**config.mk**
```make
export PLATFORM = sky130hd
export DESIGN_NAME = dcm_cmd_ctrl
export DESIGN_NICKNAME = d
export VERILOG_FILES = /design/src/design/dcm_pkg.sv /design/src/design/dcm_burst_if.sv /design/src/design/dcm_al_delay.sv /design/src/design/dcm_burst_gen.sv /design/src/design/dcm_cmd_ctrl.sv
export VERILOG_INCLUDE_DIRS = /design/src /design/src/design
export SDC_FILE = /design/constraint.sdc
export NUM_CORES = 1
export LEC_CHECK = 0
export BUFFER_PORTS_ARGS = -buffer_cell sky130_fd_sc_hd__clkbuf_2
export CAP_MARGIN = 20
export CORE_ASPECT_RATIO = 0.9
export CORE_UTILIZATION = 54
export CTS_CLUSTER_DIAMETER = 120
export CTS_CLUSTER_SIZE = 8
export DETAILED_ROUTE_END_ITERATION = 7
export PLACE_DENSITY_LB_ADDON = 0.25
export RECOVER_POWER = 50
export SYNTH_ARGS = -nofsm -noshare
export SYNTH_HDL_FRONTEND = slang
export SYNTH_SLANG_ARGS = --single-unit
```
**constraint.sdc**
```tcl
create_clock -name clk_sys -period 3.9 [get_ports clk_sys]
set_input_delay 0.975 -clock clk_sys [delete_from_list [all_inputs] [get_ports clk_sys]]
set_output_delay 0.975 -clock clk_sys [all_outputs]
set_load 0.02 [all_outputs]
```
**src/design/dcm_params.svh**
```systemverilog
// constants of the command and mode logic
`ifndef DCM_PARAMS_SVH
`define DCM_PARAMS_SVH

// ----------------------------------------
// pin widths
// ----------------------------------------
`define DCM_ADDR_W 14
`define DCM_COL_W 10
`define DCM_MODE_W 13
`define DCM_DQ_W 8

// ----------------------------------------
// mode register fields
// ----------------------------------------
`define DCM_MR_BL_LSB 0
`define DCM_MR_BL_MSB 2
`define DCM_MR_BT_BIT 3
`define DCM_MR_DLLRST_BIT 8
`define DCM_BL4_CODE 3'h2
`define DCM_BL8_CODE 3'h3
`define DCM_EMR_AL_LSB 3
`define DCM_EMR_AL_MSB 5
`define DCM_MR_RESET 13'h0000
`define DCM_AP_BIT 10
`define DCM_BA_MODE 2'h0
`define DCM_BA_EXT 2'h1
`define DCM_BL4_LAST 3'h3
`define DCM_BL8_LAST 3'h7

// ----------------------------------------
// timing
// ----------------------------------------
`define DCM_CLK_PERIOD_NS 40
`define DCM_PRECHARGE_PERIOD_NS 15
`define DCM_PRECHARGE_CYC \
    ((`DCM_PRECHARGE_PERIOD_NS + `DCM_CLK_PERIOD_NS - 1) / `DCM_CLK_PERIOD_NS)

`endif

```
**src/design/dcm_pkg.sv**
```systemverilog
// types of the command and mode logic
package dcm_pkg;
    typedef enum logic [2:0] {
        DCM_CMD_NOP, DCM_CMD_ACT, DCM_CMD_READ, DCM_CMD_WRITE,
        DCM_CMD_PRE, DCM_CMD_REF, DCM_CMD_LOAD
    } dcm_cmd_t;

    typedef enum logic [1:0] {DCM_BS_IDLE, DCM_BS_READ, DCM_BS_WRITE} dcm_burst_st_t;

    typedef struct packed {
        logic wr;
        logic ap;
        logic [1:0] bank;
        logic [9:0] col;
    } dcm_colcmd_t;
endpackage

```
**src/design/dcm_burst_if.sv**
```systemverilog
// link between command control and burst address generator
`timescale 1ns/1ps
`default_nettype none
interface dcm_burst_if;
    logic start;
    logic bl8;
    logic ilv;
    logic [2:0] startCol;
    logic active;
    logic last;
    logic [2:0] count;
    logic [2:0] colLow;

    modport ctrl (output start, output bl8, output ilv, output startCol,
                  input active, input last, input count, input colLow);
    modport gen (input start, input bl8, input ilv, input startCol,
                 output active, output last, output count, output colLow);
endinterface
`default_nettype wire

```
**src/design/dcm_al_delay.sv**
```systemverilog
// additive latency delay line for column commands
`timescale 1ns/1ps
`default_nettype none
module dcm_al_delay #(
    parameter int DEPTH = 7
) (
    input wire logic clk_sys,
    input wire logic rst_n,
    input wire logic [2:0] latency,
    input wire logic inValid,
    input wire dcm_pkg::dcm_colcmd_t inCmd,
    output logic outValid,
    output dcm_pkg::dcm_colcmd_t outCmd
);
    logic [DEPTH-1:0] vld_r;
    dcm_pkg::dcm_colcmd_t cmd_r [DEPTH];
    logic [2:0] tap;

    always_ff @(posedge clk_sys or negedge rst_n) begin
        if (!rst_n) begin
            vld_r <= '0;
        end else begin
            vld_r <= {vld_r[DEPTH-2:0], inValid};
        end
    end

    always_ff @(posedge clk_sys) begin
        cmd_r[0] <= inCmd;
        for (int k = 1; k < DEPTH; k++) begin
            cmd_r[k] <= cmd_r[k-1];
        end
    end

    always_comb begin
        tap = (latency > 3'(DEPTH)) ? 3'(DEPTH - 1) : latency - 3'h1;
        if (latency == 3'h0) begin
            outValid = inValid;
            outCmd = inCmd;
        end else begin
            outValid = vld_r[tap];
            outCmd = cmd_r[tap];
        end
    end
endmodule // dcm_al_delay
`default_nettype wire

```
**src/design/dcm_burst_gen.sv**
```systemverilog
// burst column order generator
`timescale 1ns/1ps
`default_nettype none
`include "dcm_params.svh"
module dcm_burst_gen (
    input wire logic clk_sys,
    input wire logic rst_n,
    dcm_burst_if.gen bif
);
    logic active_r;
    logic bl8_r;
    logic ilv_r;
    logic [2:0] cnt_r;
    logic [2:0] start_r;

    function automatic logic [2:0] burstCol(input logic [2:0] st, input logic [2:0] c,
                                            input logic b8, input logic il);
        logic [2:0] low;
        low = 3'h0;
        if (il) begin
            low = st ^ c;
            if (!b8) begin
                low[2] = st[2];
            end
        end else begin
            low[1:0] = st[1:0] + c[1:0];
            low[2] = b8 ? (st[2] ^ c[2]) : st[2];
        end
        return low;
    endfunction

    // ----------------------------------------
    // burst counter
    // ----------------------------------------
    always_ff @(posedge clk_sys or negedge rst_n) begin
        if (!rst_n) begin
            active_r <= 1'b0;
            cnt_r <= 3'h0;
            start_r <= 3'h0;
            bl8_r <= 1'b0;
            ilv_r <= 1'b0;
        end else if (bif.start) begin
            active_r <= 1'b1;
            cnt_r <= 3'h0;
            start_r <= bif.startCol;
            bl8_r <= bif.bl8;
            ilv_r <= bif.ilv;
        end else if (active_r) begin
            active_r <= !bif.last;
            cnt_r <= cnt_r + 3'h1;
        end
    end

    assign bif.active = active_r;
    assign bif.count = cnt_r;
    assign bif.last = active_r && (cnt_r == (bl8_r ? `DCM_BL8_LAST : `DCM_BL4_LAST));
    assign bif.colLow = burstCol(start_r, cnt_r, bl8_r, ilv_r);
endmodule // dcm_burst_gen
`default_nettype wire

```
**src/design/dcm_cmd_ctrl.sv**
```systemverilog
// command decode, bank row state, mode registers and bursts
`timescale 1ns/1ps
`default_nettype none
`include "dcm_params.svh"
module dcm_cmd_ctrl #(
    parameter int PRE_CYCLES = `DCM_PRECHARGE_CYC,
    parameter int AL_DEPTH = 7,
    parameter int DQ_W = `DCM_DQ_W
) (
    input wire logic clk_sys,
    input wire logic rst_n,
    input wire logic cke,
    input wire logic csN,
    input wire logic rasN,
    input wire logic casN,
    input wire logic weN,
    input wire logic [1:0] ba,
    input wire logic [`DCM_ADDR_W-1:0] addr,
    input wire logic dataMask,
    input wire logic [DQ_W-1:0] dqIn,
    output logic [`DCM_MODE_W-1:0] modeReg_r,
    output logic [`DCM_MODE_W-1:0] extModeReg_r,
    output logic [3:0] bankOpen_r,
    output logic [3:0] bankPrecharging_r,
    output logic memRdEn_r,
    output logic memWrEn_r,
    output logic [1:0] memBank_r,
    output logic [`DCM_ADDR_W-1:0] memRow_r,
    output logic [`DCM_COL_W-1:0] memCol_r,
    output logic [DQ_W-1:0] memWrData_r,
    output logic refreshStb_r,
    output logic [`DCM_ADDR_W-1:0] refreshRow_r,
    output logic selfRefresh_r,
    output logic dllOn_r,
    output logic dllReset_r
);
    dcm_burst_if bif ();

    logic ckePrev_r;
    logic cmdTaken;
    dcm_pkg::dcm_cmd_t cmd;
    logic colValid;
    dcm_pkg::dcm_colcmd_t colIn;
    logic colFire;
    dcm_pkg::dcm_colcmd_t colCmd;
    logic [2:0] alSetting;
    dcm_pkg::dcm_burst_st_t burstSt_r;
    logic [1:0] burstBank_r;
    logic [`DCM_COL_W-4:0] burstColHi_r;
    logic burstAp_r;
    logic apFire;
    logic srEnter;
    logic [`DCM_ADDR_W-1:0] rowAddr_r [4];
    logic [7:0] preCnt_r [4];

    function automatic dcm_pkg::dcm_cmd_t decodeCmd(input logic r, input logic c, input logic w);
        dcm_pkg::dcm_cmd_t d;
        d = dcm_pkg::DCM_CMD_NOP;
        unique case ({r, c, w})
            3'h3: d = dcm_pkg::DCM_CMD_ACT;
            3'h5: d = dcm_pkg::DCM_CMD_READ;
            3'h4: d = dcm_pkg::DCM_CMD_WRITE;
            3'h2: d = dcm_pkg::DCM_CMD_PRE;
            3'h1: d = dcm_pkg::DCM_CMD_REF;
            3'h0: d = dcm_pkg::DCM_CMD_LOAD;
            3'h7, 3'h6: d = dcm_pkg::DCM_CMD_NOP;
        endcase
        return d;
    endfunction

    // ----------------------------------------
    // command decode
    // ----------------------------------------
    assign cmdTaken = !csN && cke && ckePrev_r && !selfRefresh_r;
    assign cmd = cmdTaken ? decodeCmd(rasN, casN, weN) : dcm_pkg::DCM_CMD_NOP;
    assign srEnter = !csN && ckePrev_r && !cke && !selfRefresh_r
                     && decodeCmd(rasN, casN, weN) == dcm_pkg::DCM_CMD_REF;

    always_ff @(posedge clk_sys or negedge rst_n) begin
        if (!rst_n) begin
            ckePrev_r <= 1'b0;
        end else begin
            ckePrev_r <= cke;
        end
    end

    // ----------------------------------------
    // mode registers
    // ----------------------------------------
    always_ff @(posedge clk_sys or negedge rst_n) begin
        if (!rst_n) begin
            modeReg_r <= `DCM_MR_RESET;
            extModeReg_r <= `DCM_MR_RESET;
        end else if (cmd == dcm_pkg::DCM_CMD_LOAD && ba == `DCM_BA_MODE) begin
            modeReg_r <= addr[`DCM_MODE_W-1:0];
        end else if (cmd == dcm_pkg::DCM_CMD_LOAD && ba == `DCM_BA_EXT) begin
            extModeReg_r <= addr[`DCM_MODE_W-1:0];
        end else begin
            modeReg_r[`DCM_MR_DLLRST_BIT] <= 1'b0;
        end
    end

    // ----------------------------------------
    // self refresh and delay loop
    // ----------------------------------------
    always_ff @(posedge clk_sys or negedge rst_n) begin
        if (!rst_n) begin
            selfRefresh_r <= 1'b0;
            dllOn_r <= 1'b1;
            dllReset_r <= 1'b0;
        end else begin
            dllReset_r <= modeReg_r[`DCM_MR_DLLRST_BIT] || (selfRefresh_r && cke);
            if (srEnter) begin
                selfRefresh_r <= 1'b1;
                dllOn_r <= 1'b0;
            end else if (selfRefresh_r && cke) begin
                selfRefresh_r <= 1'b0;
                dllOn_r <= 1'b1;
            end
        end
    end

    // ----------------------------------------
    // refresh row counter
    // ----------------------------------------
    always_ff @(posedge clk_sys or negedge rst_n) begin
        if (!rst_n) begin
            refreshStb_r <= 1'b0;
            refreshRow_r <= '0;
        end else begin
            refreshStb_r <= (cmd == dcm_pkg::DCM_CMD_REF) || srEnter;
            if (cmd == dcm_pkg::DCM_CMD_REF || srEnter) begin
                refreshRow_r <= refreshRow_r + `DCM_ADDR_W'(1);
            end
        end
    end

    // ----------------------------------------
    // bank row state
    // ----------------------------------------
    always_ff @(posedge clk_sys or negedge rst_n) begin
        if (!rst_n) begin
            bankOpen_r <= 4'h0;
            bankPrecharging_r <= 4'h0;
            for (int b = 0; b < 4; b++) begin
                rowAddr_r[b] <= '0;
                preCnt_r[b] <= 8'h00;
            end
        end else begin
            for (int b = 0; b < 4; b++) begin
                bankPrecharging_r[b] <= preCnt_r[b] > 8'h01;
                if (preCnt_r[b] != 8'h00) begin
                    preCnt_r[b] <= preCnt_r[b] - 8'h01;
                end
                if (apFire && burstBank_r == 2'(b)) begin
                    bankOpen_r[b] <= 1'b0;
                    preCnt_r[b] <= 8'(PRE_CYCLES);
                    bankPrecharging_r[b] <= 1'b1;
                end
                if (cmd == dcm_pkg::DCM_CMD_PRE && (addr[`DCM_AP_BIT] || ba == 2'(b))) begin
                    bankOpen_r[b] <= 1'b0;
                    preCnt_r[b] <= 8'(PRE_CYCLES);
                    bankPrecharging_r[b] <= 1'b1;
                end
                if (cmd == dcm_pkg::DCM_CMD_ACT && ba == 2'(b)) begin
                    bankOpen_r[b] <= 1'b1;
                    rowAddr_r[b] <= addr;
                end
            end
        end
    end

    // ----------------------------------------
    // column commands through additive latency
    // ----------------------------------------
    assign alSetting = extModeReg_r[`DCM_EMR_AL_MSB:`DCM_EMR_AL_LSB];
    assign colValid = cmd == dcm_pkg::DCM_CMD_READ || cmd == dcm_pkg::DCM_CMD_WRITE;
    assign colIn = '{wr: cmd == dcm_pkg::DCM_CMD_WRITE, ap: addr[`DCM_AP_BIT],
                     bank: ba, col: addr[`DCM_COL_W-1:0]};

    dcm_al_delay #(
        .DEPTH(AL_DEPTH)
    ) u_al (
        .clk_sys(clk_sys),
        .rst_n(rst_n),
        .latency(alSetting),
        .inValid(colValid),
        .inCmd(colIn),
        .outValid(colFire),
        .outCmd(colCmd)
    );

    // ----------------------------------------
    // burst control
    // ----------------------------------------
    assign bif.start = colFire;
    assign bif.startCol = colCmd.col[2:0];
    assign bif.bl8 = modeReg_r[`DCM_MR_BL_MSB:`DCM_MR_BL_LSB] == `DCM_BL8_CODE;
    assign bif.ilv = modeReg_r[`DCM_MR_BT_BIT];
    assign apFire = bif.last && burstAp_r && !colFire;

    dcm_burst_gen u_gen (
        .clk_sys(clk_sys),
        .rst_n(rst_n),
        .bif(bif)
    );

    always_ff @(posedge clk_sys or negedge rst_n) begin
        if (!rst_n) begin
            burstSt_r <= dcm_pkg::DCM_BS_IDLE;
            burstBank_r <= 2'h0;
            burstColHi_r <= '0;
            burstAp_r <= 1'b0;
        end else if (colFire) begin
            burstSt_r <= colCmd.wr ? dcm_pkg::DCM_BS_WRITE : dcm_pkg::DCM_BS_READ;
            burstBank_r <= colCmd.bank;
            burstColHi_r <= colCmd.col[`DCM_COL_W-1:3];
            burstAp_r <= colCmd.ap;
        end else begin
            unique case (burstSt_r)
                dcm_pkg::DCM_BS_IDLE: burstAp_r <= 1'b0;
                dcm_pkg::DCM_BS_READ, dcm_pkg::DCM_BS_WRITE: begin
                    if (bif.last) begin
                        burstSt_r <= dcm_pkg::DCM_BS_IDLE;
                    end
                end
                default: burstSt_r <= dcm_pkg::DCM_BS_IDLE;
            endcase
        end
    end

    // ----------------------------------------
    // array access strobes
    // ----------------------------------------
    always_ff @(posedge clk_sys or negedge rst_n) begin
        if (!rst_n) begin
            memRdEn_r <= 1'b0;
            memWrEn_r <= 1'b0;
            memBank_r <= 2'h0;
            memRow_r <= '0;
            memCol_r <= '0;
            memWrData_r <= '0;
        end else begin
            memRdEn_r <= bif.active && burstSt_r == dcm_pkg::DCM_BS_READ;
            memWrEn_r <= bif.active && burstSt_r == dcm_pkg::DCM_BS_WRITE && !dataMask;
            memBank_r <= burstBank_r;
            memRow_r <= rowAddr_r[burstBank_r];
            memCol_r <= {burstColHi_r, bif.colLow};
            memWrData_r <= dqIn;
        end
    end
endmodule // dcm_cmd_ctrl
`default_nettype wire

```
== Word-level counts from Yosys, hierarchy flattened ==
Memories as Yosys holds them, arrays and structs flattened.
Index checks and enable logic that the tools add are counted.

* Magnitude comparators: 7
* $add $sub $neg: 8
* Mux-type cells: 61
* Reductions and logical operators: 63
* Eq/ne operators: 20
* Bitwise gates (word level): 4

{| class="wikitable"
|+ Operators by type and width
! cell !! number
|-
| $mux W8 || 12
|-
| $mux W14 || 3
|-
| $mux W1 || 34
|-
| $gt A8 B1 Y1 const B || 4
|-
| $reduce_bool A8 Y1 || 4
|-
| $sub A8 B1 Y8 const B || 4
|-
| $bmux W14 S2 || 1
|-
| $logic_and A1 B1 Y1 || 28
|-
| $reduce_bool A3 Y1 || 8
|-
| $mux W3 || 6
|-
| $add A14 B1 Y14 const B || 1
|-
| $eq A3 B3 Y1 const B || 4
|-
| $eq A2 B2 Y1 const B || 5
|-
| $eq A3 B2 Y1 const B || 3
|-
| $logic_or A1 B1 Y1 || 7
|-
| $eq A2 B1 Y1 const B || 3
|-
| $logic_not A1 Y1 || 6
|-
| $logic_not A2 Y1 || 3
|-
| $mux W2 || 3
|-
| $reduce_bool A2 Y1 || 3
|-
| $lt A3 B4 Y1 const B || 1
|-
| $ne A2 B2 Y1 const B || 2
|-
| $pmux W2 S2 || 1
|-
| $reduce_and A2 Y1 || 2
|-
| 15 further kinds || 15
|}

* Memory bits (read-only): 48
* Memory bits (writable): 98
* Memories kept: 3
* Logic and storage cells: 204
* Bits of input ports: 32
* Bits in registers: 205

{| class="wikitable"
|+ Memory list
! name !! depth !! width !! rd ports !! clocked after Yosys merged registers in !! wr ports !! line !! RTL
|-
| u_al.cmd_r || 7 || 14 || 7 || 0 || 7 || dcm_al_delay.sv:16 || <nowiki>dcm_pkg::dcm_colcmd_t cmd_r [DEPTH];</nowiki>
|-
| (name not given) || 8 || 3 || 1 || 0 || 0 || dcm_cmd_ctrl.sv:59 || <nowiki>unique case ({r, c, w})</nowiki>
|-
| (name not given) || 8 || 3 || 1 || 0 || 0 || dcm_cmd_ctrl.sv:59 ||
|}

== Logic depth before layout (Yosys ltp) ==
Gate-level depths: netlist (run 1).

* Depth after elaboration: 14
* Depth in mapped cells: 13

== Hierarchy ==
A second synthesis (run 1) with hierarchy kept.

* Cells, all modules: 892
* Area, all modules: 11,677.4 um^2

{| class="wikitable"
|+ By module, submodules not included
! module !! instances !! cells each !! area each (um^2) !! seq. area each (um^2)
|-
| dcm_cmd_ctrl || 1 || 572 || 7,855.0 || 4,730.8
|-
| dcm_al_delay || 1 || 285 || 3,367.0 || 2,137.0
|-
| dcm_burst_gen || 1 || 35 || 455.4 || 225.2
|}

== Worst setup path before layout (run 1) ==
Ideal clock, no wire load.

* Path type: reg-to-reg
* From: register extModeReg_r[3]
* To: register burstColHi_r[0]
* Path buffers: 5
* Cell stages (with the launch flop): 13
* Data required time: 3.775 ns
* Slack: 0.755 ns
* Clock period less this slack: 3.145 ns
* Arrival time: 3.020 ns
* Cell sequence: dfrtp_1 buf_4 buf_2 clkbuf_1 inv_1 ha_1 ha_1 clkbuf_1 buf_1 mux2_2 o21ai_0 o211ai_1 mux2_4

* Cells in the longest elaborated chain, start to end: 5

{| class="wikitable"
|+ RTL lines
! element !! line !! RTL
|-
| start: declaration || dcm_cmd_ctrl.sv:22 || <nowiki>output logic [`DCM_MODE_W-1:0] extModeReg_r,</nowiki>
|-
| start signal: assignment || dcm_cmd_ctrl.sv:93 || <nowiki>extModeReg_r <= `DCM_MR_RESET;</nowiki>
|-
| start signal: assignment || dcm_cmd_ctrl.sv:97 || <nowiki>extModeReg_r <= addr[`DCM_MODE_W-1:0];</nowiki>
|-
| $sub A3 B1 Y3 / $gt A3 B3 Y1 (equally long branches) || dcm_al_delay.sv:35 || <nowiki>tap = (latency > 3'(DEPTH)) ? 3'(DEPTH - 1) : latency - 3'h1;</nowiki>
|-
| $mux W3 || dcm_al_delay.sv:35 ||
|-
| $bmux W1 S3 || dcm_al_delay.sv:40 || <nowiki>outValid = vld_r[tap];</nowiki>
|-
| $mux W1 (not written as such) || dcm_al_delay.sv:40 ||
|-
| $mux W1 || dcm_al_delay.sv:36 || <nowiki>if (latency == 3'h0) begin</nowiki>
|-
| end signal: assignment || dcm_cmd_ctrl.sv:217 || <nowiki>burstColHi_r <= colCmd.col[`DCM_COL_W-1:3];</nowiki>
|-
| end: declaration || dcm_cmd_ctrl.sv:49 || <nowiki>logic [`DCM_COL_W-4:0] burstColHi_r;</nowiki>
|}

Several ways; a longest one is shown, not always the timed one. The select of a mux whose other input is x is not followed.
A chain may end at the register's enable or synchronous reset.

== Worst setup path after layout (run 1) ==
* From: register extModeReg_r[3]
* To: register burstAp_r

* Cells in the longest elaborated chain, start to end: 6

{| class="wikitable"
|+ RTL lines
! element !! line !! RTL
|-
| $sub A3 B1 Y3 / $gt A3 B3 Y1 (equally long branches) || dcm_al_delay.sv:35 ||
|-
| $mux W3 || dcm_al_delay.sv:35 ||
|-
| $bmux W1 S3 || dcm_al_delay.sv:40 ||
|-
| $mux W1 (not written as such) || dcm_al_delay.sv:40 ||
|-
| $mux W1 || dcm_al_delay.sv:36 ||
|-
| $mux W1 / $reduce_bool A2 Y1 (equally long branches) || -- ||
|-
| end signal: assignment || dcm_cmd_ctrl.sv:218 || <nowiki>burstAp_r <= colCmd.ap;</nowiki>
|-
| end: declaration || dcm_cmd_ctrl.sv:50 || <nowiki>logic burstAp_r;</nowiki>
|}

Several ways; a longest one is shown, not always the timed one. The select of a mux whose other input is x is not followed.

==> summary.txt, run 1 <==
Detailed routing
  • Routed WL: 24900 um
  • Vias per inst: 5.46
  • WL/cell: 18.2 um
  • TritonRoute pass-1 iters: 5
  • Vias: 7482
  • Routed Antenna Nets: 0
  • DRC Markers: 0
  • Initial detailed-routing violation count: 497

STA
  • Max Slew Vio Count: 95
  • Setup TNS: 0 ps
  • Min cycle time layout: 2880 ps
  • Slew headroom: -60.3%
  • Final setup fails: 0
  • Peak Freq: 347 MHz
  • Clock Skew: 17.7 ps
  • RSZ-0062 raised after global routing: no
  • Worst Tran Pin Value: 2410 ps
  • Final hold vios: 0
  • Tcrit/Tclk final: 74.0%

Run status
  • Failing checks: max-capacitance violations, max-slew violations
  • Status: finished, violations left

Clock network
  • CTS clock-pin slew for the worst setup and hold paths: 50 ps
  • CTS tree: built
  • Clock latency on the worst-skew pair: 510 ps
  • Clk root buf: clkbuf_16
  • H-tree lvl count: 2
  • Post-CTS resize count: 0
  • Max clock buf depth: 3
  • # Post-CTS Setup Buffers: 0
  • Inserted Clock Buffers: 43
  • Sink Count: 303
  • Hold-fix buffers, CTS: 0

Yosys
  • Commonest cells in the netlist: 204 x dfrtp_1, 98 x dfxtp_1, 93 x mux2_2, 64 x nand2_1, 43 x o21ai_0
  • Most frequent cell after synthesis: dfrtp_1
  • Synth Flop Type: dfrtp_1
  • Cell variety after synth: 60
  • Post-synth top area share: 43.9%
  • Mean area per synthesized cell: 12.8 um^2
  • Largest family of logic cells by synthesized area: multiplexers
  • Count of flip-flops with a built-in enable after synthesis: 0
  • Top cells by area, synth: dfrtp_1 44%, dfxtp_1 17%, mux2_2 9.0%
  • Asr flop ratio synth: 67.7%
  • FF+latch count, synth: 303
  • Syn_nets: 959
  • Post-Synth Simple-Gate Area: 9.98%
  • Post-Synth XOR/XNOR Area: 2.41%
  • Cell area after synthesis: 0.0116 mm^2
  • Post-synthesis mux area share: 15.4%
  • YS warnings: 0
  • Compound-Gate Fraction of Synth Area: 6.88%
  • Most area-hungry cell type in the Yosys netlist: dfrtp_1
  • Post-Synth Adder-Cell Area: 1.83%
  • Post-synthesis sequential area ratio: 61.0%
  • Gate Count Post-Synth: 910

Floorplan
  • Die ar.: 0.0221 mm^2
  • # rows: 50
  • Die H: 141 um
  • Die span in x: 157 um
  • Initial Utilization: 55.5%
  • Core Region: 0.0210 mm^2
  • Boundary pin count: 120

Power and ir drop
  • Leak Pwr: 6.29 nW
  • PD cells: 677 mW/mm^2
  • Worst VDD drop: 0.395 mV

Critical path
  • Critical path's top delay family: compound AO/OA/AOI/OAI gates
  • CP Depth: 8
  • CP Data Arrival Time: 3270 ps
  • CP required: 4280 ps
  • Crit-path max FO: 21
  • Most Frequent Cell on Critical Path: inv_1
  • Crit path buf inv count: 3
  • Worst reg-to-reg setup slack: 1020 ps
  • Slowest cell on crit path: o211a_2
  • Crit path cell chain: buf_4, inv_1, ha_1, inv_1, o21ai_0, a21o_1, o211a_2, mux2_2
  • Worst setup SP type: flip-flop
  • Worst r2r path cells: 8
  • Max incr delay on CP: 670 ps
  • Endpoint class of the critical path: flip-flop
  • Critical path type: reg2reg

Finish
  • Nets@finish: 1103
  • Fill count: 1538
  • Share of cells above drive strength 1: 28.1%
  • Post-route cell area: 0.0137 mm^2
  • Number of diodes: 0
  • Area grow syn2layout: 18.2%

GRT
  • First-pass GRT wire length: 40000 um
  • Initial antenna violation count: 0
  • Number of global-route vias before repair: 7725
  • Tot GR Track Use: 23.5%
  • Total congestion overflow: 0
  • Largest net degree at the start of global routing: 97

Placed design
  • DP Wirelength: 16000 um
  • Placer's final routability congestion estimate: 0.809
  • Port bufs: 119
  • Placed cell area: 0.0126 mm^2

Worst hold path
  • HP Class: reg2reg
  • Hold path depth: 0

Flow run
  • Max Cap Viol: 1
worst register-to-register path: cells and delay by family, from the launching register on:
family | cells | cell delay (ps)
AOI/OAI and AO/OA | 3 | 1200
adders and majority gates | 1 | 350
buffers and inverters | 3 | 400
DFF | 1 | 420
muxes | 1 | 410
final cells by class:
class | instances | area, um^2 | share of cell area (%)
clock buffer | 74 | 1190 | 8.68
clock inverter | 1 | 8.76 | 0.0637
inverter | 27 | 101 | 0.737
multi-input combinational | 540 | 4240 | 30.9
sequential | 303 | 7090 | 51.6
tap | 286 | 358 | 2.60
timing repair buffer | 139 | 749 | 5.45
kinds of logic after synthesis:
logic type,count (synthesis)
flops,303
simple gates,223
mux,142
compound gates,126
buf+inv,67
xor+xnor,32
fa+ha+maj,17
placed cells by master (no fill, tap or decap), drive strengths merged, types with 3 or more instances in the layout:
master,Yosys,final
mux2i,20,20
and2,3,3
o211ai,29,29
nor2b,7,7
a21oi,31,31
ha,17,17
buf,16,19
dfrtp,204,204
o32ai,4,4
nand3,28,28
nand2b,5,5
clkbuf,24,194
inv,27,28
xor2,9,9
or3,12,12
nor3,30,30
dfxtp,98,98
nand2,64,64
a21o,3,3
xnor2,23,23
nor2,34,34
or2,3,3
mux4,14,14
or4,3,3
nand4b,3,3
nand4,7,7
and3,5,5
a2111oi,3,3
mux2,108,108
o31ai,3,3
nor4,7,7
o21ai,43,43
a211oi,5,5
layer usage:
metal / track usage [%] / part of all wire, % / vias to the layer above
met2: 37.5 / 47 / 202
met4: 6.97 / 1.7 / 0
met1: 32.2 / 45 / 3718
met5: 0 / 0 / -
met3: 5.35 / 6.0 / 36
li1: - / - / 3526
path summary, 6_finish.rpt:
check,end,from
max,burstAp_r$_DFFE_PN0P_,extModeReg_r[3]$_DFFE_PN0P_
min,u_al.cmd_r[4][7]$_DFF_P_,u_al.cmd_r[3][7]$_DFF_P_
max reg2reg,burstAp_r$_DFFE_PN0P_,extModeReg_r[3]$_DFFE_PN0P_
min reg2reg,u_al.cmd_r[4][7]$_DFF_P_,u_al.cmd_r[3][7]$_DFF_P_
max in group asynchronous,memWrData_r[4]$_DFF_PN0_,rst_n
min in group asynchronous,bankPrecharging_r[2]$_DFF_PN0_,rst_n
registers in the layout (all words and copies together) (netlist names), 4 cells and up:
register	count
memWrData_r	8
memCol_r	10
bankPrecharging_r	4
bankOpen_r	4
memRow_r	14
u_al.cmd_r	98
rowAddr_r	56
u_al.vld_r	7
modeReg_r	13
extModeReg_r	13
burstColHi_r	7
preCnt_r	32
refreshRow_r	14
metrics by stage:
step / power, mW / hold slack, ps / setup WS [ps] / utilization, % / std cells
2_1_floorplan: 5.45 / 326 / 755 / - / 910
3_3_place_gp: 6.00 / 331 / 801 / 60.0 / 1295
3_5_place_dp: 6.05 / 334 / 750 / 60.0 / 1295
4_1_cts: 9.40 / 340 / 1020 / 65.7 / 1370
5_1_grt: 9.79 / 338 / 775 / 65.6 / 1370
6_report: 9.30 / 338 / 1020 / 65.6 / 1370
report_power, final:
| part | internal [mW] | leakage, nW | switching [mW] |
|---|---|---|---|
| clock | 2.05 | 0.571 | 1.26 |
| sequential | 3.65 | 3.48 | 0.440 |
| combinational | 0.862 | 2.23 | 1.04 |
Power figures use the tool's default switching activity.
==> inputs of run 2 (changes only) <==
Settings changed: CORE_UTILIZATION 54 to 53.
Clock period 3.9 ns to 2.62 ns, I/O delays scaled along.
==> summary.txt, run 2 (same netlist as run 1, synthesis figures left out) <==
Finish
  • Multi-input gate area in the final layout: 0.00428 mm^2 (+0.89%)
  • Layout Cells excl Fill: 1399 (+2.1%)
  • Number of diodes: 0 (unchanged)
  • Registers with the most flip-flops: u_al.cmd_r: 98 flops, rowAddr_r: 56 flops, preCnt_r: 32 flops
  • Fill count: 1675 (+8.9%)
  • Nets@finish: 1129 (+2.4%)
  • Biggest register: u_al.cmd_r
  • Most frequent cells in the layout: 203 x dfrtp_1, 106 x clkbuf_2, 98 x dfxtp_1
  • Register area: 0.00709 mm^2 (about the same)
  • Max FFs per register: 98 (unchanged)
  • Share of cells above drive strength 1: 30.4% (+2.3 points)
  • Area grow syn2layout: 20.5%
  • Final Util: 64.9% (-0.63 points)
  • Commonest non-fill, non-tap cell in the layout: dfrtp_1

Floorplan
  • # rows: 51 (+2.0%)
  • Core Region: 0.0216 mm^2 (+2.9%)
  • Boundary pin count: 120 (unchanged)
  • Die H: 143 um (+0.93%)
  • Die ar.: 0.0225 mm^2 (+1.9%)
  • Die span in x: 158 um (+0.93%)
  • Initial Utilization: 53.9% (-1.6 points)

Detailed routing
  • Initial detailed-routing violation count: 465 (-6.4%)
  • Vias: 7700 (+2.9%)
  • Vias per inst: 5.50 (+0.78%)
  • WL/cell: 18.3 um (+0.47%)
  • Routed Antenna Nets: 0 (unchanged)
  • Routed WL: 25600 um (+2.6%)
  • TritonRoute pass-1 iters: 5 (unchanged)
  • DRC Markers: 0 (unchanged)

Power and ir drop
  • Combinational share of power: 21.3% (+0.9 points)
  • Clk pwr share: 35.7% (about the same)
  • Psw: 4.18 mW (+53%)
  • Pwr Total: 14.1 mW (+51%)
  • Sw frac: 29.7% (+0.24 points)
  • Leak Pwr: 6.43 nW (+2.3%)
  • PD cells: 1000 mW/mm^2 (+48%)
  • Internal power: 9.89 mW (+51%)
  • Seq pwr share: 43.0% (-1.0 points)
  • Worst VDD drop: 0.449 mV (+14%)

GRT
  • Tot GR Track Use: 24.0% (+0.57 points)
  • Initial antenna violation count: 0 (unchanged)
  • Number of global-route vias before repair: 7809 (+1.1%)
  • Largest net degree at the start of global routing: 60 (-38%)
  • First-pass GRT wire length: 41500 um (+3.8%)
  • Total congestion overflow: 0 (unchanged)

Clock network
  • Post-CTS resize count: 0 (unchanged)
  • CTS clock-pin slew for the worst setup and hold paths: 50 ps (about the same)
  • Hold-fix buffers, CTS: 0 (unchanged)
  • Inserted Clock Buffers: 43 (unchanged)
  • H-tree lvl count: 2 (unchanged)
  • Clk root buf: clkbuf_16
  • CTS tree: built
  • # Post-CTS Setup Buffers: 0 (unchanged)
  • Sink Count: 303 (unchanged)
  • Max clock buf depth: 3 (unchanged)
  • Clock latency on the worst-skew pair: 530 ps (+20 ps)

STA
  • Clock Skew: 15.0 ps (-2.73 ps)
  • Final hold vios: 0 (unchanged)
  • Setup TNS: 0 ps (unchanged)
  • RSZ-0062 raised after global routing: no
  • Slew headroom: 6.42% (+67 points)
  • Max Slew Vio Count: 0 (-100%)
  • Tcrit/Tclk final: 94.4% (+20 points)
  • Peak Freq: 404 MHz (+17%)
  • Worst Tran Pin Value: 1400 ps (-1000 ps)
  • Final setup fails: 0 (unchanged)
  • Min cycle time layout: 2470 ps (-411 ps)

Worst hold path
  • HP Class: in2reg

Placed design
  • DP Wirelength: 16500 um (+3.5%)
  • Port bufs: 119 (unchanged)
  • Post-Place Cells: 1326 (+2.4%)
  • Placer's final routability congestion estimate: 0.827 (+2.2%)

Critical path
  • Critical path type: reg2reg
  • CP required: 3030 ps (-1250 ps)
  • Endpoint class of the critical path: flip-flop
  • CP Data Arrival Time: 2880 ps (-390 ps)
  • Worst setup SP type: flip-flop
  • Crit-path max FO: 15 (-29%)

Run status
  • Status: finished clean

Flow run
  • Max Cap Viol: 0 (-1)
run 2: cell types whose count changed in the layout (fill, tap and decap cells not counted), moves of 2 or more:
cell	change
buf_4	+22
inv_4	+2
ha_1	-2
ha_4	+2
clkbuf_1	-3
inv_1	-2
clkbuf_4	+2
run 2: cell type report:
| class | count | area share [%] |
|---|---|---|
| clock buffer | 71 | 8.58 |
| clock inverter | 2 | 0.179 |
| inverter | 27 | 0.759 |
| multi-input combinational | 540 | 30.5 |
| sequential | 303 | 50.6 |
| tap | 291 | 2.60 |
| timing repair buffer | 165 | 6.70 |
run 2: layer usage:
layer / track usage, % / vias up / part of all wire (%)
li1: - / 3581 / -
met1: 34.3 / 3851 / 46
met2: 35.7 / 221 / 45
met3: 5.82 / 47 / 6.2
met4: 8.50 / 0 / 2.4
met5: 0 / - / 0
run 2: power by group through the flow:
stage | logic (mW) | registers [mW] | clock network, mW
after global placement | 2.95 | 6.09 | 0
after detailed placement | 3.01 | 6.10 | 0
final | 3.00 | 6.05 | 5.02
after global routing | 3.34 | 6.15 | 5.33
after floorplan | 1.94 | 6.21 | 0
after CTS | 3.04 | 6.05 | 5.11
run 2: final timing paths:
path,from,endpoint,slack (ps),cells after the start
min reg2reg,u_al.cmd_r[3][12]$_DFF_P_,u_al.cmd_r[4][12]$_DFF_P_,340,0
max in group asynchronous,rst_n,rowAddr_r[41]$_DFFE_PN0P_,580,2
min,dqIn[1],memWrData_r[1]$_DFF_PN0_,240,1
max reg2reg,extModeReg_r[3]$_DFFE_PN0P_,bankPrecharging_r[2]$_DFF_PN0_,150,7
min in group asynchronous,rst_n,preCnt_r[13]$_DFFE_PN0P_,450,1
max,extModeReg_r[3]$_DFFE_PN0P_,bankPrecharging_r[2]$_DFF_PN0_,150,7
run 2: metrics by stage:
step | hold slack, ps | area [um^2] | setup slack [ps]
finish | 241 | 14000 | 146
global route | 228 | 14000 | 17.2
CTS | 111 | 14100 | 165
detailed placement | 334 | 12800 | 79.1
global placement | 329 | 12800 | 113
floorplan | 326 | 11700 | 2.43
run 2: worst max-delay path, stage by stage, from the launching register on:
cell and delay [ps]:
dfrtp_2 440, buf_4 220, and4b_1 300, buf_4 230
o2111ai_1 300, nor4_1 90, or3_1 500, or2_1 270
==> inputs of run 3 (changes only) <==
Settings changed: BUFFER_PORTS_ARGS -buffer_cell sky130_fd_sc_hd__clkbuf_2 to default, CORE_UTILIZATION 53 to 54, CTS_CLUSTER_SIZE 8 to default, DONT_BUFFER_PORTS from default to 1.
Clock period 2.62 ns to 2.8 ns, I/O delays scaled along.
==> summary.txt, run 3 (same netlist as run 1, synthesis figures left out) <==
Placed design
  • Placer's final routability congestion estimate: 0.837 (+1.3%)
  • Post-Place Cells: 1189 (-10%)
  • Port bufs: 0 (-100%)
  • DP Wirelength: 15600 um (-5.3%)
  • Placed cell area: 0.0121 mm^2 (-6.1%)

Finish
  • Commonest non-fill, non-tap cell in the layout: dfrtp_1
  • Area grow syn2layout: 13.2%
  • Layout Cells excl Fill: 1245 (-11%)
  • Nets@finish: 984 (-13%)
  • Most frequent cells in the layout: 203 x dfrtp_1, 98 x dfxtp_1, 93 x mux2_2
  • Registers with the most flip-flops: u_al.cmd_r: 98 flops, rowAddr_r: 56 flops, preCnt_r: 32 flops
  • Fill count: 1570 (-6.3%)
  • Biggest register: u_al.cmd_r
  • Max FFs per register: 98 (unchanged)
  • Number of diodes: 0 (unchanged)
  • Share of cells above drive strength 1: 23.5% (-7.0 points)
  • Post-route cell area: 0.0132 mm^2 (-6.0%)

Detailed routing
  • Vias per inst: 5.60 (+1.7%)
  • Vias: 6966 (-9.5%)
  • Routed Antenna Nets: 0 (unchanged)
  • DRC Markers: 0 (unchanged)
  • Initial detailed-routing violation count: 484 (+4.1%)
  • WL/cell: 19.3 um (+5.7%)
  • TritonRoute pass-1 iters: 5 (unchanged)
  • Routed WL: 24100 um (-5.9%)

Floorplan
  • Initial Utilization: 55.5% (+1.6 points)
  • Die H: 141 um (-0.92%)
  • Boundary pin count: 120 (unchanged)
  • Die ar.: 0.0221 mm^2 (-1.8%)
  • # rows: 50 (-2.0%)
  • Core Region: 0.0210 mm^2 (-2.8%)
  • Die span in x: 157 um (-0.92%)

STA
  • Max Slew Vio Count: 0 (unchanged)
  • Final hold vios: 204 (+204)
  • Peak Freq: 400 MHz (-1.0%)
  • Setup TNS: 0 ps (unchanged)
  • Final setup fails: 0 (unchanged)
  • Min cycle time layout: 2500 ps (+25.3 ps)
  • RSZ-0062 raised after global routing: no
  • Clock Skew: 15.4 ps (+0.432 ps)
  • Slew headroom: 46.9% (+40 points)
  • Worst Tran Pin Value: 796 ps (-607 ps)
  • Hold slack: -148 ps (-389 ps)
  • Tcrit/Tclk final: 89.3% (-5.2 points)

Power and ir drop
  • Leak Pwr: 5.85 nW (-9.0%)
  • Pwr Total: 12.4 mW (-12%)
  • Worst VDD drop: 0.676 mV (+50%)
  • PD cells: 940 mW/mm^2 (-6.4%)

Worst hold path
  • HP Class: in2async

GRT
  • First-pass GRT wire length: 39000 um (-6.1%)
  • Initial antenna violation count: 0 (unchanged)
  • Total congestion overflow: 0 (unchanged)
  • Largest net degree at the start of global routing: 206 (+240%)
  • Tot GR Track Use: 22.9% (-1.1 points)
  • Number of global-route vias before repair: 6953 (-11%)

Clock network
  • Sink Count: 303 (unchanged)
  • CTS clock-pin slew for the worst setup and hold paths: 60 ps (about the same)
  • Post-CTS resize count: 0 (unchanged)
  • # Post-CTS Setup Buffers: 0 (unchanged)
  • Clock latency on the worst-skew pair: 550 ps (+20 ps)
  • Inserted Clock Buffers: 30 (-30%)
  • Clk root buf: clkbuf_16
  • Max clock buf depth: 3 (unchanged)
  • H-tree lvl count: 1 (-1)
  • CTS tree: built

Critical path
  • Crit-path max FO: 21 (+6)
  • Endpoint class of the critical path: flip-flop
  • Critical path type: reg2reg
  • CP required: 3230 ps (+200 ps)
  • Worst setup SP type: flip-flop
  • Max incr delay on CP: 440 ps (-60 ps)
  • Crit path cell chain: buf_4, and4b_1, o21ai_0, a21o_1, o211a_4, mux2_2
  • Slowest cell on crit path: o211a_4
  • CP Data Arrival Time: 2930 ps (+50 ps)

Run status
  • Status: finished, violations left
  • Failing checks: negative hold slack

Flow run
  • Max Cap Viol: 0 (unchanged)
[run 3: changes by cell type in the layout (fill, tap and decap cells not counted), sizes merged]
| cell | before | now |
|---|---|---|
| clkbuf | 195 | 42 |
| buf | 41 | 33 |
| clkinv | 1 | 9 |
| inv | 28 | 31 |
| bufinv | 0 | 1 |
[run 3: power by group]
part / internal, mW / switching, mW / total (mW)
sequential: 5.08 / 0.879 / 5.96
combinational: 1.09 / 1.06 / 2.15
clock: 2.55 / 1.72 / 4.27
[run 3: stage by stage]
step | utilization, % | setup WS, ps
6_report | 62.8 | 301
5_1_grt | 62.8 | 89.6
4_1_cts | 62.8 | 312
3_5_place_dp | 57.6 | 326
3_3_place_gp | 57.6 | 372
2_1_floorplan | - | 65.3
[run 3: path summary, 6_finish.rpt]
kind	from	to	slack [ps]	depth (start not counted)
worst max-delay path	extModeReg_r[3]$_DFFE_PN0P_	burstAp_r$_DFFE_PN0P_	300	6
worst min-delay path	rst_n	preCnt_r[9]$_DFFE_PN0P_	-150	0
worst max register to register	extModeReg_r[3]$_DFFE_PN0P_	burstAp_r$_DFFE_PN0P_	300	6
worst min register to register	u_al.cmd_r[5][2]$_DFF_P_	u_al.cmd_r[6][2]$_DFF_P_	340	0
max in group asynchronous	rst_n	dllOn_r$_DFFE_PN1P_	2520	0
min in group clk_sys	addr[4]	u_al.cmd_r[0][4]$_DFF_P_	170	0
[run 3: cell type report]
class	count	area (um^2)	share of cell area (%)
tap	286	358	2.72
sequential	303	7090	53.9
inverter	27	101	0.770
clock inverter	14	125	0.951
multi-input combinational	540	4250	32.3
timing repair buffer	33	260	1.98
clock buffer	42	975	7.41
[run 3: metal layers]
layer | vias up | share of wire, % | track usage (%)
li1 | 3291 | - | -
met1 | 3460 | 48 | 34.1
met2 | 181 | 44 | 33.7
met3 | 34 | 7.0 | 5.93
met4 | 0 | 1.7 | 5.26
met5 | - | 0 | 0
[run 3: worst max-delay path: cells and delay by family, from the launching register on]
kind	cells	cell delay, ps
and+or+nand+nor	1	280
muxes	1	380
DFF	1	420
AOI/OAI and AO/OA	3	1080
buffers and inverters	1	210
